==> src/shared/strobe_lanes_map.vh <==
`ifndef STROBE_LANES_MAP_VH
`define STROBE_LANES_MAP_VH
// access kinds
`define KIND_IDLE 2'h0
`define KIND_EXT 2'h1
`define KIND_DRAM 2'h2
// byte lane codes
`define LANES_UPPER 2'h1
`define LANES_LOWER 2'h2
`define LANES_WORD 2'h3
// dram phases
`define PHASE_ROW 1'h0
`define PHASE_COL 1'h1
// parity check selection codes
`define PCHK_OFF 2'h0
`define PCHK_DRAM 2'h1
`define PCHK_AREA2 2'h2
`define PCHK_BOTH 2'h3
`define PARITY_AREA 3'h2
`define AREA_COUNT 8
`endif

==> src/rtl/ext_bus_strobe_lanes.v <==
`timescale 1ns/1ps
`include "strobe_lanes_map.vh"
module ext_bus_strobe_lanes (
  input wire clk,
  input wire rst_n,
  input wire [1:0] acc_kind,
  input wire [2:0] acc_area,
  input wire acc_wide,
  input wire [1:0] acc_lanes,
  input wire acc_write,
  input wire acc_hbs_mode,
  input wire dram_two_we,
  input wire dram_phase,
  input wire [1:0] parity_check_sel,
  input wire addr_lsb_in,
  input wire [15:0] wr_data,
  input wire [1:0] wr_parity,
  output reg [7:0] area_selects_n,
  output reg row_strobe_n,
  output reg column_strobe_upper_n,
  output reg column_strobe_lower_n,
  output reg read_strobe_n,
  output reg upper_lane_strobe_n,
  output reg lower_lane_strobe_n,
  output reg addr_lsb,
  output reg addr_hold_strobe_n,
  output reg [15:0] data_out,
  output reg [1:0] data_oe,
  output reg upper_parity_line_out,
  output reg upper_parity_line_oe,
  output reg lower_parity_line_out,
  output reg lower_parity_line_oe
);
  // -----------------------------------------------------------------
  // next-state nets
  // -----------------------------------------------------------------
  // every _d value below is the level that the pin takes at the next
  // clock edge, so all pins change together one cycle after a request
  wire upper_on;
  wire lower_on;
  wire [7:0] area_hit;
  reg [7:0] area_selects_d;
  reg row_d;
  reg cas_u_d;
  reg cas_l_d;
  reg rd_d;
  reg wru_d;
  reg wrl_d;
  reg lsb_d;
  reg [1:0] doe_d;
  reg par_u_d;
  reg par_l_d;
  wire is_ext = (acc_kind == `KIND_EXT);
  wire is_dram = (acc_kind == `KIND_DRAM);
  wire col = is_dram && (dram_phase == `PHASE_COL);
  wire par_dram = parity_check_sel[0];
  wire par_area2 = parity_check_sel[1];

  // -----------------------------------------------------------------
  // byte lane decode
  // -----------------------------------------------------------------
  // a byte-wide space folds every access onto the low lane; the lane
  // enables below use upper_on and lower_on, the strobes also test acc_wide
  lane_select u_lanes (
    .wide_space(acc_wide),
    .lanes(acc_lanes),
    .addr_lsb(addr_lsb_in),
    .upper_on(upper_on),
    .lower_on(lower_on)
  );

  // -----------------------------------------------------------------
  // strobe decode
  // -----------------------------------------------------------------
  genvar g;
  generate
    for (g = 0; g < `AREA_COUNT; g = g + 1) begin : g_area
      assign area_hit[g] = is_ext && (acc_area == g);
    end
  endgenerate

  // -----------------------------------------------------------------
  // combined strobe and lane logic
  // -----------------------------------------------------------------
  // one process owns area_selects_d so that the area 1 pin sharing
  // below can override the plain decode without a second driver
  always @* begin
    area_selects_d = ~area_hit;
    // ---------------------------------------------------------------
    // dram address strobes
    // ---------------------------------------------------------------
    // row strobe
    row_d = ~is_dram;
    // lower column strobe
    // two-write-strobe parts latch both bytes on the lower column strobe,
    // so it is asserted for upper-byte accesses there as well
    cas_l_d = ~(col && (lower_on || (acc_wide && dram_two_we)));
    cas_u_d = ~(col && acc_wide && !dram_two_we && upper_on);
    // ---------------------------------------------------------------
    // read and write strobes
    // ---------------------------------------------------------------
    // the read strobe is common to both kinds of space
    rd_d = ~((is_ext || is_dram) && !acc_write);
    wru_d = 1'b1;
    wrl_d = 1'b1;
    lsb_d = addr_lsb_in;
    if (is_dram && acc_write) begin
      if (acc_wide && dram_two_we) begin
        wru_d = ~upper_on;
        wrl_d = ~lower_on;
      end else begin
        wrl_d = 1'b0;
      end
    end else if (is_ext) begin
      if (!acc_wide) begin
        wrl_d = ~acc_write;
      end else if (acc_hbs_mode) begin
        wru_d = ~lower_on;
        wrl_d = ~acc_write;
        lsb_d = ~upper_on;
      end else if (acc_write) begin
        wru_d = ~upper_on;
        wrl_d = ~lower_on;
      end
    end
    // ---------------------------------------------------------------
    // data and parity lanes
    // ---------------------------------------------------------------
    // lanes are driven on writes only; on reads the memory owns them
    // lane enables
    doe_d = 2'b00;
    if ((is_ext || is_dram) && acc_write) begin
      doe_d = {upper_on, lower_on};
    end
    par_u_d = upper_on && acc_write &&
      ((is_dram && par_dram) || (is_ext && par_area2 && acc_area == `PARITY_AREA));
    par_l_d = lower_on && acc_write &&
      ((is_dram && par_dram) || (is_ext && par_area2 && acc_area == `PARITY_AREA));
    // ---------------------------------------------------------------
    // area 1 pin sharing
    // ---------------------------------------------------------------
    // two-column-strobe dram borrows the area 1 pin for the upper
    // column strobe; otherwise dram keeps area 1 selected throughout
    // area 1 as upper column strobe
    if (is_dram && acc_wide && !dram_two_we) begin
      area_selects_d[1] = cas_u_d;
    end else if (is_dram) begin
      area_selects_d[1] = 1'b0;
    end
  end

  // -----------------------------------------------------------------
  // output registers
  // -----------------------------------------------------------------
  always @(posedge clk or negedge rst_n) begin
    if (!rst_n) begin
      area_selects_n <= 8'hFF;
      row_strobe_n <= 1'b1;
      column_strobe_upper_n <= 1'b1;
      column_strobe_lower_n <= 1'b1;
      read_strobe_n <= 1'b1;
      upper_lane_strobe_n <= 1'b1;
      lower_lane_strobe_n <= 1'b1;
      addr_lsb <= 1'b0;
      addr_hold_strobe_n <= 1'b1;
      data_out <= 16'h0000;
      data_oe <= 2'h0;
      upper_parity_line_out <= 1'b0;
      upper_parity_line_oe <= 1'b0;
      lower_parity_line_out <= 1'b0;
      lower_parity_line_oe <= 1'b0;
    end else begin
      area_selects_n <= area_selects_d;
      row_strobe_n <= row_d;
      column_strobe_upper_n <= cas_u_d;
      column_strobe_lower_n <= cas_l_d;
      read_strobe_n <= rd_d;
      upper_lane_strobe_n <= wru_d;
      lower_lane_strobe_n <= wrl_d;
      addr_lsb <= lsb_d;
      addr_hold_strobe_n <= ~(is_ext || is_dram);
      data_out <= wr_data;
      data_oe <= doe_d;
      upper_parity_line_out <= wr_parity[1];
      upper_parity_line_oe <= par_u_d;
      lower_parity_line_out <= wr_parity[0];
      lower_parity_line_oe <= par_l_d;
    end
  end
endmodule // ext_bus_strobe_lanes

==> src/rtl/lane_select.v <==
`timescale 1ns/1ps
`include "strobe_lanes_map.vh"
// -----------------------------------------------------------------
// byte lane decode
// -----------------------------------------------------------------
module lane_select (
  input wire wide_space,
  input wire [1:0] lanes,
  input wire addr_lsb,
  output reg upper_on,
  output reg lower_on
);
  always @* begin
    if (wide_space) begin
      upper_on = lanes[0];
      lower_on = lanes[1];
    end else begin
      // byte-wide space carries everything on the low lane
      upper_on = 1'b0;
      lower_on = 1'b1;
    end
  end
  wire unused_lsb = addr_lsb;
endmodule // lane_select

==> config.mk <==
export PLATFORM = sky130hd
export DESIGN_NAME = ext_bus_strobe_lanes
export DESIGN_NICKNAME = d
export VERILOG_FILES = /design/src/rtl/ext_bus_strobe_lanes.v /design/src/rtl/lane_select.v
export VERILOG_INCLUDE_DIRS = /design/src /design/src/shared
export SDC_FILE = /design/constraint.sdc
export NUM_CORES = 1
export LEC_CHECK = 0
export ABC_CLOCK_PERIOD_IN_PS = 850
export BUFFER_PORTS_ARGS = -buffer_cell sky130_fd_sc_hd__buf_2
export CELL_PAD_IN_SITES_DETAIL_PLACEMENT = 1
export CELL_PAD_IN_SITES_GLOBAL_PLACEMENT = 2
export CORE_UTILIZATION = 27
export DETAILED_ROUTE_END_ITERATION = 10
export GPL_ROUTABILITY_DRIVEN = 0
export PLACE_DENSITY = 0.86
export SLEW_MARGIN = 20
export SYNTH_ARGS = -nofsm -noshare
export SYNTH_HDL_FRONTEND = slang
export SYNTH_HIERARCHICAL = 1
export SYNTH_SLANG_ARGS = --single-unit
==> constraint.sdc <==
create_clock -name clk -period 0.85 [get_ports clk]
set_input_delay 0.085 -clock clk [delete_from_list [all_inputs] [get_ports clk]]
set_output_delay 0.085 -clock clk [all_outputs]
set_load 0.01 [all_outputs]
# --- Word level (Yosys, flattened, before mapping) ---
# Index checks and enable logic that the tools add are counted.
totals:
  reg_bits: 38
  elab_cells: 86
  out_inout_bits: 38
op_classes:
  n_bitwise: 9
  n_eq_ne: 9
  muxes: 21
  reduce_logical: 32
op_table:
  columns: ["op", "count"]
  rows:
  - ["1-bit logical AND", 26]
  - ["1-bit 2-to-1 mux", 20]
  - ["3-bit equality test (second input constant)", 4]
  - ["1-bit inverter", 8]
  - ["8-bit inverter", 1]
  - ["3-bit by 2-bit equality test with 1-bit output (second input constant)", 2]
  - ["3-bit by 1-bit equality test with 1-bit output (second input constant)", 1]
  - ["3-bit zero test", 1]
  - ["1-bit logical OR", 3]
  - ["2-bit by 1-bit equality test with 1-bit output (second input constant)", 1]
  - ["2-bit equality test (second input constant)", 1]
  - ["1-bit zero test", 2]
  - ["2-bit 2-to-1 mux", 1]

# --- Depth between registers and ports, before layout ---
# Gate-level depths: netlist of run 1.
logic_depth:
  word_depth: 7
  mapped_depth: 5
  mapped_depth_nobuf: 5

# --- By module ---
# Netlist of run 1, hierarchy kept.
modules_own_cells:
  columns: ["mod", "area_per_inst_um2", "cells_per_inst", "n_inst"]
  rows:
  - ["ext_bus_strobe_lanes", 1224.9, 82, 1]
  - ["lane_select", 12.5, 2, 1]

# --- Worst setup path before layout of run 1 ---
# Ideal clock, no wire load.
synth_path:
  kind: "input port to flip-flop"
  startpoint: "input acc_kind[1]"
  endpoint: "register upper_parity_line_oe"
  stages: 5
  t_arrival_ns: 0.812
  path_slack_ns: -0.087
  required_time_ns: 0.725
  setup_time_ns: 0.125
  path_buffers: 0
  path_cell_list: "inv_1 ha_1 and2b_4 a32oi_1 nor2_1"
synth_via:
  elab_chain_len: 5
  word_cells_on_any_way: 7
  classes_between: "eq/ne (2); reduce/logical (5)"
synth_rtl:
  columns: ["item", "line", "text"]
  rows:
  - ["from (decl)", "ext_bus_strobe_lanes.v:6", "input wire [1:0] acc_kind,"]
  - ["2-bit by 1-bit equality test with 1-bit output (no source line)", null, null]
  - ["1-bit logical AND", "ext_bus_strobe_lanes.v:136", "((is_dram && par_dram) || (is_ext && par_area2 && acc_area == `PARITY_AREA));"]
  - ["1-bit logical AND (no source line)", null, null]
  - ["1-bit logical OR *", "ext_bus_strobe_lanes.v:136", null]
  - ["1-bit logical AND *", "ext_bus_strobe_lanes.v:135", "par_u_d = upper_on && acc_write &&"]
  - ["named net par_u_d", "ext_bus_strobe_lanes.v:51", "reg par_u_d;"]
  - ["to (signal assigned)", "ext_bus_strobe_lanes.v:185", "upper_parity_line_oe <= par_u_d;"]
  - ["to (decl)", "ext_bus_strobe_lanes.v:30", "output reg upper_parity_line_oe,"]
# Mark *: on every way through the listed nets, which the timed path passes. The rest lies on a longest branch.

# --- Worst setup path after layout of run 1 ---
layout_path:
  startpoint: "register area_selects_n[7]"
  endpoint: "output area_selects_n[7]"
layout_rtl:
  columns: ["item", "line", "text"]
  rows:
  - ["from (decl)", "ext_bus_strobe_lanes.v:18", "output reg [7:0] area_selects_n,"]
  - ["from (signal assigned)", "ext_bus_strobe_lanes.v:173", "area_selects_n <= area_selects_d;"]
# No word-level cell between the ends.

==> summary.md, run 1 <==
| Metric | Value |
|---|---|
| Synthesized area per cell | 14.73 µm² |
| Routed len/inst | 18.24 µm |
| Placed insts | 219 |
| Clock H-tree levels | 2 |
| Root buffer cell | clkbuf_8 |
| Initial core utilization | 0.2822 |
| Post-synth EDFFs | 0 |
| CP Class | reg -> out |
| DRT iter0 DRCs | 83 |
| Reg area | 969.7 µm² |
| Worst path top cell family by delay | flip-flops |
| Synth top area share | 0.4651 |
| I/O pins | 73 |
| Core Rows | 24 |
| DP HPWL | 2547 µm |
| Max reg flops | 16 |
| Internal power | 0.002885 W |
| Worst slew pin tran | 243.0 ps |
| DRC viols | 0 |
| Register share of total power | 0.508 |
| Number of hold violations in the final report | 0 |
| Combinational Power Share | 0.152 |
| Synthesis Warnings | 6 |
| First drt pass iteration count | 3 |
| Clock sinks | 38 |
| Sequential area share after synthesis | 0.7836 |
| Die height | 69.70 µm |
| Global-route wire length before repair | 6796 µm |
| Startpoint types | register |
| # port buffers | 72 |
| Post-Synth Simple-Gate Area | 0.1223 |
| Finished Layout Cells | 249 |
| Area Growth Syn to Fin | 83.92% |
| Synth Cell Area | 1237 µm² |
| Dominant cell type by area after synthesis | dfrtp_1 |
| Peak VDD IR | 0.7335 mV |
| Num CTS Buffers | 5 |
| DRT antenna net count | 0 |
| Initial antenna violation count | 0 |
| Post-Place Setup Slack | -171.1 ps |
| Worst-case clock buffer depth | 2 |
| Final Util | 0.5191 |
| Final nets | 233 |
| Sw frac | 0.2469 |
| Status | finished, violations left |
| Routed via count | 1,115 |
| Final Max Tran Viols | 0 |
| Syn Inst Count | 84 |
| Crit share post-route | 1.202 |
| Biggest register | data_out |
| Area of the multi-input gates | 280.3 µm² |
| Final worst slack | -172.1 ps |
| GRT overflow | 0 |
| Compound-Gate Fraction of Synth Area | 0.06168 |
| Largest family of logic cells by synthesized area | simple AND/OR/NAND/NOR gates |
| Post-synthesis mux area share | 0 |
| Routed WL | 4541 µm |
| Chip width | 69.70 µm |
| Clock share of power | 0.339 |
| Count of cell types in the netlist | 24 |
| P_leak | 1.072 nW |
| F_max | 0.9784 GHz |
| Fill cell count | 464 |
| Crit path max fanout | 1 |
| Arr. time, crit path | 940 ps |
| CP bufs+invs | 1 |
| Dominant cells by area after synthesis | dfrtp_1, dfstp_2, nand2_1 |
| Max-slew headroom | 0.8359 |
| Total track usage | 0.1890 |
| Hold Crit Class | in -> reg |
| Crit-path slowest cell | dfstp_2 |
| Antenna cells | 0 |
| Syn Nets | 121 |
| Top FF cell, synth | dfrtp_1 |
| Failing checks | negative setup slack |
| Max-Cap Viols | 0 |
| CP max stage delay | 540 ps |
| Post-synth top cells | dfrtp_1, dfstp_2, nand2_1 |
| Final setup violation count | 38 |
| Regs by FF count | data_out (16), area_selects_n (8), data_oe (2) |
| Reg clk slew, reported paths | 80 ps |
| RSZ-0062 raised after global routing | true |
| Core Footprint | 4384 µm² |
| Crit. End Element | output port |
| Crit path required time | 760 ps |
| Critical-path cell list | buf_6 |
| Fraction of the mapped netlist area in adder cells | 0.02022 |
| Vias in the first global route | 1,219 |
| Yosys reg bits | 38 |
| Asr flop ratio synth | 1.000 |
| Die ar. | 4858 µm² |
| Switch Pwr | 0.0009457 W |
| DR vias/cell | 4.478 |
| Most common cell in the netlist | dfrtp_1 |
| Pin count of the biggest net entering global routing | 39 |
| PwrDens | 1683 nW/µm² |
| Total power | 0.003830 W |
| XOR/XNOR Fraction of Synth Area | 0 |
| CTS tree | done |
| Crit path time final | 1022 ps |
| Layout cell share with drive strength beyond 1 | 0.5685 |
## layout by cell type, fill, tap and decap left out, types with 2 or more instances in the layout
cell and count:
clkbuf_8 6, nand2_1 7, buf_6 26, nor2b_1 3
dfstp_2 15, dfrtp_1 23, nand4_1 2, nand3_1 5
buf_2 46, buf_4 9, ha_4 2, buf_12 2
dlygate4sd3_1 22, nor2_1 6, o31ai_1 2, inv_1 4
## area by class of cell
| class | instances | area share |
|---|---|---|
| clock inverter | 2 | 0.005498 |
| tap | 52 | 0.02859 |
| sequential | 38 | 0.4261 |
| multi-input combinational | 42 | 0.1231 |
| inverter | 4 | 0.006597 |
| timing repair buffer | 105 | 0.3738 |
| clock buffer | 6 | 0.03628 |
## power groups by stage
stage / registers, W / logic (W) / clock network (W)
final: 0.00195 / 0.000584 / 0.00130
after CTS: 0.00193 / 0.000546 / 0.00132
after floorplan: 0.00201 / 0.0000908 / 0
after global routing: 0.00195 / 0.000631 / 0.00142
after global placement: 0.00196 / 0.000417 / 0
after detailed placement: 0.00196 / 0.000431 / 0
## metal layers
metal | wire length, µm | up-vias | global-route usage
met5 | 0 | - | 0
met4 | 116 | 0 | 0.06444
met3 | 366 | 8 | 0.06831
met2 | 2217 | 64 | 0.3064
met1 | 1841 | 538 | 0.2334
li1 | - | 505 | -
## kinds of logic after synthesis
group	count (synthesis)
flops	38
simple gates	30
compound gates	10
buf+inv	4
fa+ha+maj	2
## stage by stage
stage | setup TNS, ps | area, µm² | hold slack (ps)
after detailed placement | -1018 | 1798 | 64.49
after CTS | -3111 | 2213 | 2.881
final | -3211 | 2276 | 3.232
after global placement | -685.6 | 1798 | 56.52
after floorplan | 0 | 1265 | -210.6
after global routing | -4335 | 2276 | 14.57
## path summary, 6_finish.rpt
kind                                   start               endpoint  slack [ps]  cells past startpoint
worst max-delay path       area_selects_n[7]      area_selects_n[7]        -170                      1
min in group asynchronous              rst_n             data_oe[1]         300                      3
max in group asynchronous              rst_n  column_strobe_lower_n         290                      3
worst min-delay path              dram_phase  column_strobe_upper_n           3                      2
## repair_timing
action                                  in CTS  in global routing
gates resized for setup                     16                 11
hold buffers                                22                  0
endpoints found under the setup margin      38                 38
setup buffers                                0                  0
endpoints found under the hold margin       58                  0
Note: power is estimated with default switching activity, not from simulation.
==> inputs of run 2 (changes only) <==
--- a/config.mk
+++ b/config.mk
@@ -6,14 +6,14 @@
 export SDC_FILE = /design/constraint.sdc
 export NUM_CORES = 1
 export LEC_CHECK = 0
-export ABC_CLOCK_PERIOD_IN_PS = 850
+export ABC_CLOCK_PERIOD_IN_PS = 1000
 export BUFFER_PORTS_ARGS = -buffer_cell sky130_fd_sc_hd__buf_2
 export CELL_PAD_IN_SITES_DETAIL_PLACEMENT = 1
 export CELL_PAD_IN_SITES_GLOBAL_PLACEMENT = 2
-export CORE_UTILIZATION = 27
+export CORE_UTILIZATION = 25
 export DETAILED_ROUTE_END_ITERATION = 10
 export GPL_ROUTABILITY_DRIVEN = 0
-export PLACE_DENSITY = 0.86
+export PLACE_DENSITY = 0.81
 export SLEW_MARGIN = 20
 export SYNTH_ARGS = -nofsm -noshare
 export SYNTH_HDL_FRONTEND = slang
==> constraint.sdc (replaced) <==
create_clock -name clk -period 1 [get_ports clk]
set_input_delay 0.1 -clock clk [delete_from_list [all_inputs] [get_ports clk]]
set_output_delay 0.1 -clock clk [all_outputs]
set_load 0.01 [all_outputs]
==> run 2 against run 1 <==
- the flow still finishes with violations (negative setup slack)
- non-clock buffer count decreased by 4
- final cell count increased by 4.4%
- clock power grew 5%
- sequential share of layout area grew 2.0 points
- combinational power down 23%
- count of clock-buffer cells in the layout up 1
- flip-flop and latch count did not move
- die area is 7.8% higher
- highest routed layer unchanged
==> summary.md, run 2 (same netlist as run 1, synthesis figures left out) <==
| Metric | Value |
|---|---|
| Internal power | 0.002666 W |
| Worst path top cell family by delay | flip-flops |
| Post-CTS Setup Bufs | 0 |
| Status | finished, violations left |
| Routed WL | 4623 µm |
| Die height | 72.36 µm |
| Sw frac | 0.2316 |
| Hold depth | 2 |
| GRT overflow | 0 |
| Clock share of power | 0.395 |
| I/O pins | 73 |
| Clock sinks | 38 |
| Routed via count | 1,135 |
| Critical-path cell list | buf_6 |
| Final setup violation count | 15 |
| PwrDens | 1595 nW/µm² |
| Crit. End Element | output port |
| Crit-path slowest cell | dfstp_2 |
| Number of hold violations in the final report | 0 |
| Area Growth Syn to Fin | 75.73% |
| Pin count of the biggest net entering global routing | 16 |
| DRT antenna net count | 0 |
| Crit path max fanout | 1 |
| Max-Cap Viols | 0 |
| Final nets | 229 |
| Post-Place Setup Slack | -151.4 ps |
| Final Max Tran Viols | 0 |
| Num CTS Buffers | 5 |
| Reg clk slew, reported paths | 80 ps |
| Total track usage | 0.1883 |
| Regs by FF count | data_out (16), area_selects_n (8), data_oe (2) |
| Antenna cells | 0 |
| DP HPWL | 2598 µm |
| Placed insts | 231 |
| Clock H-tree levels | 2 |
| Max reg flops | 16 |
| Peak VDD IR | 0.6874 mV |
| F_max | 0.9480 GHz |
| Most common cell after layout, fill and taps aside | buf_2 |
| Hold Crit Class | in -> reg |
| Global-route wire length before repair | 7044 µm |
| Final worst slack | -54.91 ps |
| Startpoint types | register |
| P_leak | 1.041 nW |
| Root buffer cell | clkbuf_8 |
| Crit share post-route | 1.055 |
| Failing checks | negative setup slack |
| Worst-case clock buffer depth | 2 |
| Core Footprint | 4755 µm² |
| Crit path time final | 1055 ps |
| Worst slew pin tran | 358.5 ps |
| Switch Pwr | 0.0008034 W |
| DRT iter0 DRCs | 26 |
| Core Rows | 25 |
| RSZ-0062 raised after global routing | true |
| Layout cell share with drive strength beyond 1 | 0.5440 |
| Initial antenna violation count | 0 |
| Initial core utilization | 0.2603 |
| Vias in the first global route | 1,268 |
| Finished Layout Cells | 260 |
| Hold endpoint | area_selects_n[6] |
| Most frequent cells in the layout | buf_2, dfrtp_1, dlygate4sd3_1 |
| CP max stage delay | 550 ps |
| Biggest register | data_out |
| Routed len/inst | 17.78 µm |
| First drt pass iteration count | 4 |
| Crit path required time | 900 ps |
| DR vias/cell | 4.365 |
| # port buffers | 72 |
| Die ar. | 5235 µm² |
| Arr. time, crit path | 950 ps |
| CTS tree | done |
| CP bufs+invs | 1 |
| DRC viols | 0 |
| Combinational Power Share | 0.129 |
| WP depth | 1 |
| Max-slew headroom | 0.7610 |
| Hold Startpoint | acc_area[1] |
| CP Class | reg -> out |
| Hold Slack | 32.65 ps |
| Register share of total power | 0.475 |
| Chip width | 72.36 µm |
-- run 2: cell types whose count changed in the layout (fill, tap and decap cells not counted), sizes merged --
cell	previous run	this run
buf	83	80
bufinv	0	1
clkinvlp	1	0
dlygate4sd3	22	21
clkinv	1	0
clkbuf	6	7
-- run 2: timing repair --
action | 4_1_cts | 5_1_grt
hold buffers | 21 | 0
endpoints found under the hold margin | 32 | 0
gates resized for setup | 15 | 0
endpoints found under the setup margin | 15 | 15
-- run 2: area by class of cell --
cell class | instances | area, µm²
multi-input cells | 42 | 252.7
fillers | 535 | 2580
flip-flops and latches | 38 | 969.7
well taps | 67 | 83.83
clock buffers | 7 | 86.33
repair buffers | 101 | 737.0
inverters | 4 | 15.01
clock inverters | 1 | 30.03
-- run 2: per-layer routing --
metal / global-route usage / wire length (µm) / vias up
met1: 0.2276 / 1946 / 565
met4: 0.07843 / 79 / 0
met3: 0.06806 / 435 / 6
met5: 0 / 0 / -
li1: - / - / 496
met2: 0.3043 / 2161 / 68
-- run 2: how the worst max path moves through the flow --
stage | start | endpoint | slack, ps
after floorplan | acc_kind[1] | upper_parity_line_oe | 50
after global placement | acc_kind[1] | upper_parity_line_oe | -40
after detailed placement | acc_kind[0] | addr_lsb | -150
after CTS | column_strobe_lower_n | column_strobe_lower_n | -40
after global routing | area_selects_n[7] | area_selects_n[7] | -80
final | area_selects_n[7] | area_selects_n[7] | -50
-- run 2: metrics by stage --
| stage | cell area [µm²] | total power, W | utilization | TNS, ps |
|---|---|---|---|---|
| floorplan | 1237 | 0.001771 | - | 0 |
| global placement | 1754 | 0.001989 | 0.3689 | -118.7 |
| detailed placement | 1754 | 0.002001 | 0.3689 | -316.7 |
| CTS | 2175 | 0.003411 | 0.4574 | -349.6 |
| global route | 2175 | 0.003586 | 0.4574 | -750.5 |
| finish | 2175 | 0.003469 | 0.4574 | -378.3 |
-- run 2: power groups by stage --
| stage | clock, W | combinational (W) | sequential [W] |
|---|---|---|---|
| after floorplan | 0 | 0.0000669 | 0.00170 |
| after global placement | 0 | 0.000327 | 0.00166 |
| after detailed placement | 0 | 0.000337 | 0.00166 |
| after CTS | 0.00134 | 0.000431 | 0.00164 |
| after global routing | 0.00145 | 0.000484 | 0.00166 |
| final | 0.00137 | 0.000448 | 0.00165 |
==> inputs of run 3 (changes only) <==
--- a/config.mk
+++ b/config.mk
@@ -6,14 +6,14 @@
 export SDC_FILE = /design/constraint.sdc
 export NUM_CORES = 1
 export LEC_CHECK = 0
-export ABC_CLOCK_PERIOD_IN_PS = 1000
+export ABC_CLOCK_PERIOD_IN_PS = 900
 export BUFFER_PORTS_ARGS = -buffer_cell sky130_fd_sc_hd__buf_2
 export CELL_PAD_IN_SITES_DETAIL_PLACEMENT = 1
 export CELL_PAD_IN_SITES_GLOBAL_PLACEMENT = 2
-export CORE_UTILIZATION = 25
+export CORE_UTILIZATION = 23
 export DETAILED_ROUTE_END_ITERATION = 10
 export GPL_ROUTABILITY_DRIVEN = 0
-export PLACE_DENSITY = 0.81
+export PLACE_DENSITY = 0.78
 export SLEW_MARGIN = 20
 export SYNTH_ARGS = -nofsm -noshare
 export SYNTH_HDL_FRONTEND = slang
==> constraint.sdc (replaced) <==
create_clock -name clk -period 0.9 [get_ports clk]
set_input_delay 0.09 -clock clk [delete_from_list [all_inputs] [get_ports clk]]
set_output_delay 0.09 -clock clk [all_outputs]
set_load 0.01 [all_outputs]
==> run 3 against run 2 <==
- the run still ends with negative setup slack left
- global-route usage shrank 3.3 points
- design area increased by 1.4%
- sequential power grew 12%
- clock power fell by 18%
- critical path type unchanged
==> summary.md, run 3 (same netlist as run 1, synthesis figures left out) <==
| Metric | Value |
|---|---|
| Switch Pwr | 0.0008542 W |
| Crit path required time | 810 ps |
| Routed len/inst | 16.74 µm |
| Die ar. | 5678 µm² |
| Chip width | 75.35 µm |
| Status | finished, violations left |
| Max reg flops | 16 |
| Initial antenna violation count | 0 |
| Most frequent cells in the layout | buf_2, dfrtp_1, buf_6 |
| Register share of total power | 0.529 |
| Most common cell after layout, fill and taps aside | buf_2 |
| Combinational Power Share | 0.148 |
| Global-route wire length before repair | 6341 µm |
| Arr. time, crit path | 930 ps |
| Clock share of power | 0.323 |
| Biggest register | data_out |
| Routed via count | 1,098 |
| Post-Place Setup Slack | -169.0 ps |
| Worst path top cell family by delay | flip-flops |
| PwrDens | 1575 nW/µm² |
| DR vias/cell | 4.143 |
| Worst slew pin tran | 385.7 ps |
| Sw frac | 0.2459 |
| Regs by FF count | data_out (16), area_selects_n (8), data_oe (2) |
| Fill cell count | 571 |
| Final Cell Area | 2206 µm² |
| P_leak | 1.049 nW |
| CP bufs+invs | 1 |
| CP Class | reg -> out |
| Core Footprint | 5140 µm² |
| Finished Layout Cells | 265 |
| Die height | 75.35 µm |
| Worst-case clock buffer depth | 2 |
| Total track usage | 0.1554 |
| Max-slew headroom | 0.7428 |
| Antenna cells | 0 |
| Hold Startpoint | acc_area[2] |
| Hold depth | 2 |
| DRT iter0 DRCs | 66 |
| Routed WL | 4437 µm |
| F_max | 0.9849 GHz |
| Final Util | 0.4292 |
| Hold endpoint | area_selects_n[6] |
| Reg area | 969.7 µm² |
| Final Max Tran Viols | 0 |
| DRC viols | 0 |
| Startpoint types | register |
| DP HPWL | 2683 µm |
| Clock sinks | 38 |
| RSZ-0062 raised after global routing | true |
| # port buffers | 72 |
| Max-Cap Viols | 0 |
| Crit path max fanout | 1 |
| Area Growth Syn to Fin | 78.26% |
| Final worst slack | -115.3 ps |
| Crit path time final | 1015 ps |
| DRT antenna net count | 0 |
| Critical-path cell list | buf_6 |
| Number of hold violations in the final report | 0 |
| First drt pass iteration count | 4 |
| Core Rows | 26 |
| Root buffer cell | clkbuf_8 |
| Pin count of the biggest net entering global routing | 16 |
| Final setup violation count | 21 |
| Vias in the first global route | 1,243 |
| Clock H-tree levels | 2 |
| Initial core utilization | 0.2407 |
| CTS tree | done |
| Crit share post-route | 1.128 |
| Crit-path slowest cell | dfstp_2 |
| CP max stage delay | 540 ps |
| Placed insts | 237 |
| Reg clk slew, reported paths | 80 ps |
| Peak VDD IR | 0.6412 mV |
| Layout cell share with drive strength beyond 1 | 0.5641 |
| Placement Cell Area | 1785 µm² |
| Crit. End Element | output port |
| Num CTS Buffers | 5 |
| Final nets | 231 |
| Hold Crit Class | in -> reg |
| Internal power | 0.002619 W |
| I/O pins | 73 |
| Area of the multi-input gates | 257.7 µm² |
| GRT overflow | 0 |
| Failing checks | negative setup slack |
[run 3: final cells by class]
type / count / share of cell area
flip-flops and latches: 38 / 0.4396
repair buffers: 103 / 0.3596
multi-input cells: 42 / 0.1168
well taps: 70 / 0.03970
clock buffers: 6 / 0.03290
inverters: 4 / 0.006807
clock inverters: 2 / 0.004538
[run 3: power by group through the flow]
stage | clock (W) | sequential, W | combinational [W]
floorplan | 0 | 0.00189 | 0.0000762
global placement | 0 | 0.00185 | 0.000378
detailed placement | 0 | 0.00185 | 0.000389
CTS | 0.00110 | 0.00183 | 0.000483
global route | 0.00123 | 0.00184 | 0.000563
finish | 0.00112 | 0.00184 | 0.000515
[run 3: how the worst max path moves through the flow]
| stage | startpoint | endpoint | slack, ps | depth (start not counted) |
|---|---|---|---|---|
| after floorplan | acc_kind[1] | upper_parity_line_oe | 10 | 5 |
| after global placement | acc_kind[0] | lower_parity_line_oe | -110 | 5 |
| after detailed placement | acc_kind[1] | addr_lsb | -170 | 5 |
| after CTS | area_selects_n[2] | area_selects_n[2] | -110 | 1 |
| after global routing | area_selects_n[4] | area_selects_n[4] | -140 | 1 |
| final | area_selects_n[2] | area_selects_n[2] | -120 | 1 |
[run 3: routing by layer]
| metal | GRT usage | share of wire | vias up | wire [µm] |
|---|---|---|---|---|
| met5 | 0 | 0 | - | 0 |
| met3 | 0.03968 | 0.098 | 4 | 433 |
| met4 | 0.04938 | 0.0086 | 0 | 38 |
| met2 | 0.2877 | 0.50 | 70 | 2197 |
| li1 | - | - | 499 | - |
| met1 | 0.1744 | 0.40 | 525 | 1768 |
[run 3: per-stage QoR]
step                hold slack [ps]  TNS [ps]  total power [W]
global placement              21.99    -525.4         0.002226
floorplan                    -205.6         0         0.001970
CTS                           4.770     -1525         0.003411
detailed placement            16.06    -785.3         0.002240
finish                        24.96     -1538         0.003473
global route                  33.57     -2245         0.003634
[run 3: what timing repair did]
item / in CTS / in global routing
pin swaps: 0 / 0
endpoints found under the setup margin: 16 / 35
gates cloned: 0 / 0
buffers inserted: 0 / 0
gates resized for setup: 15 / 7
hold buffers: 19 / 1
hold endpoints to repair: 26 / 1
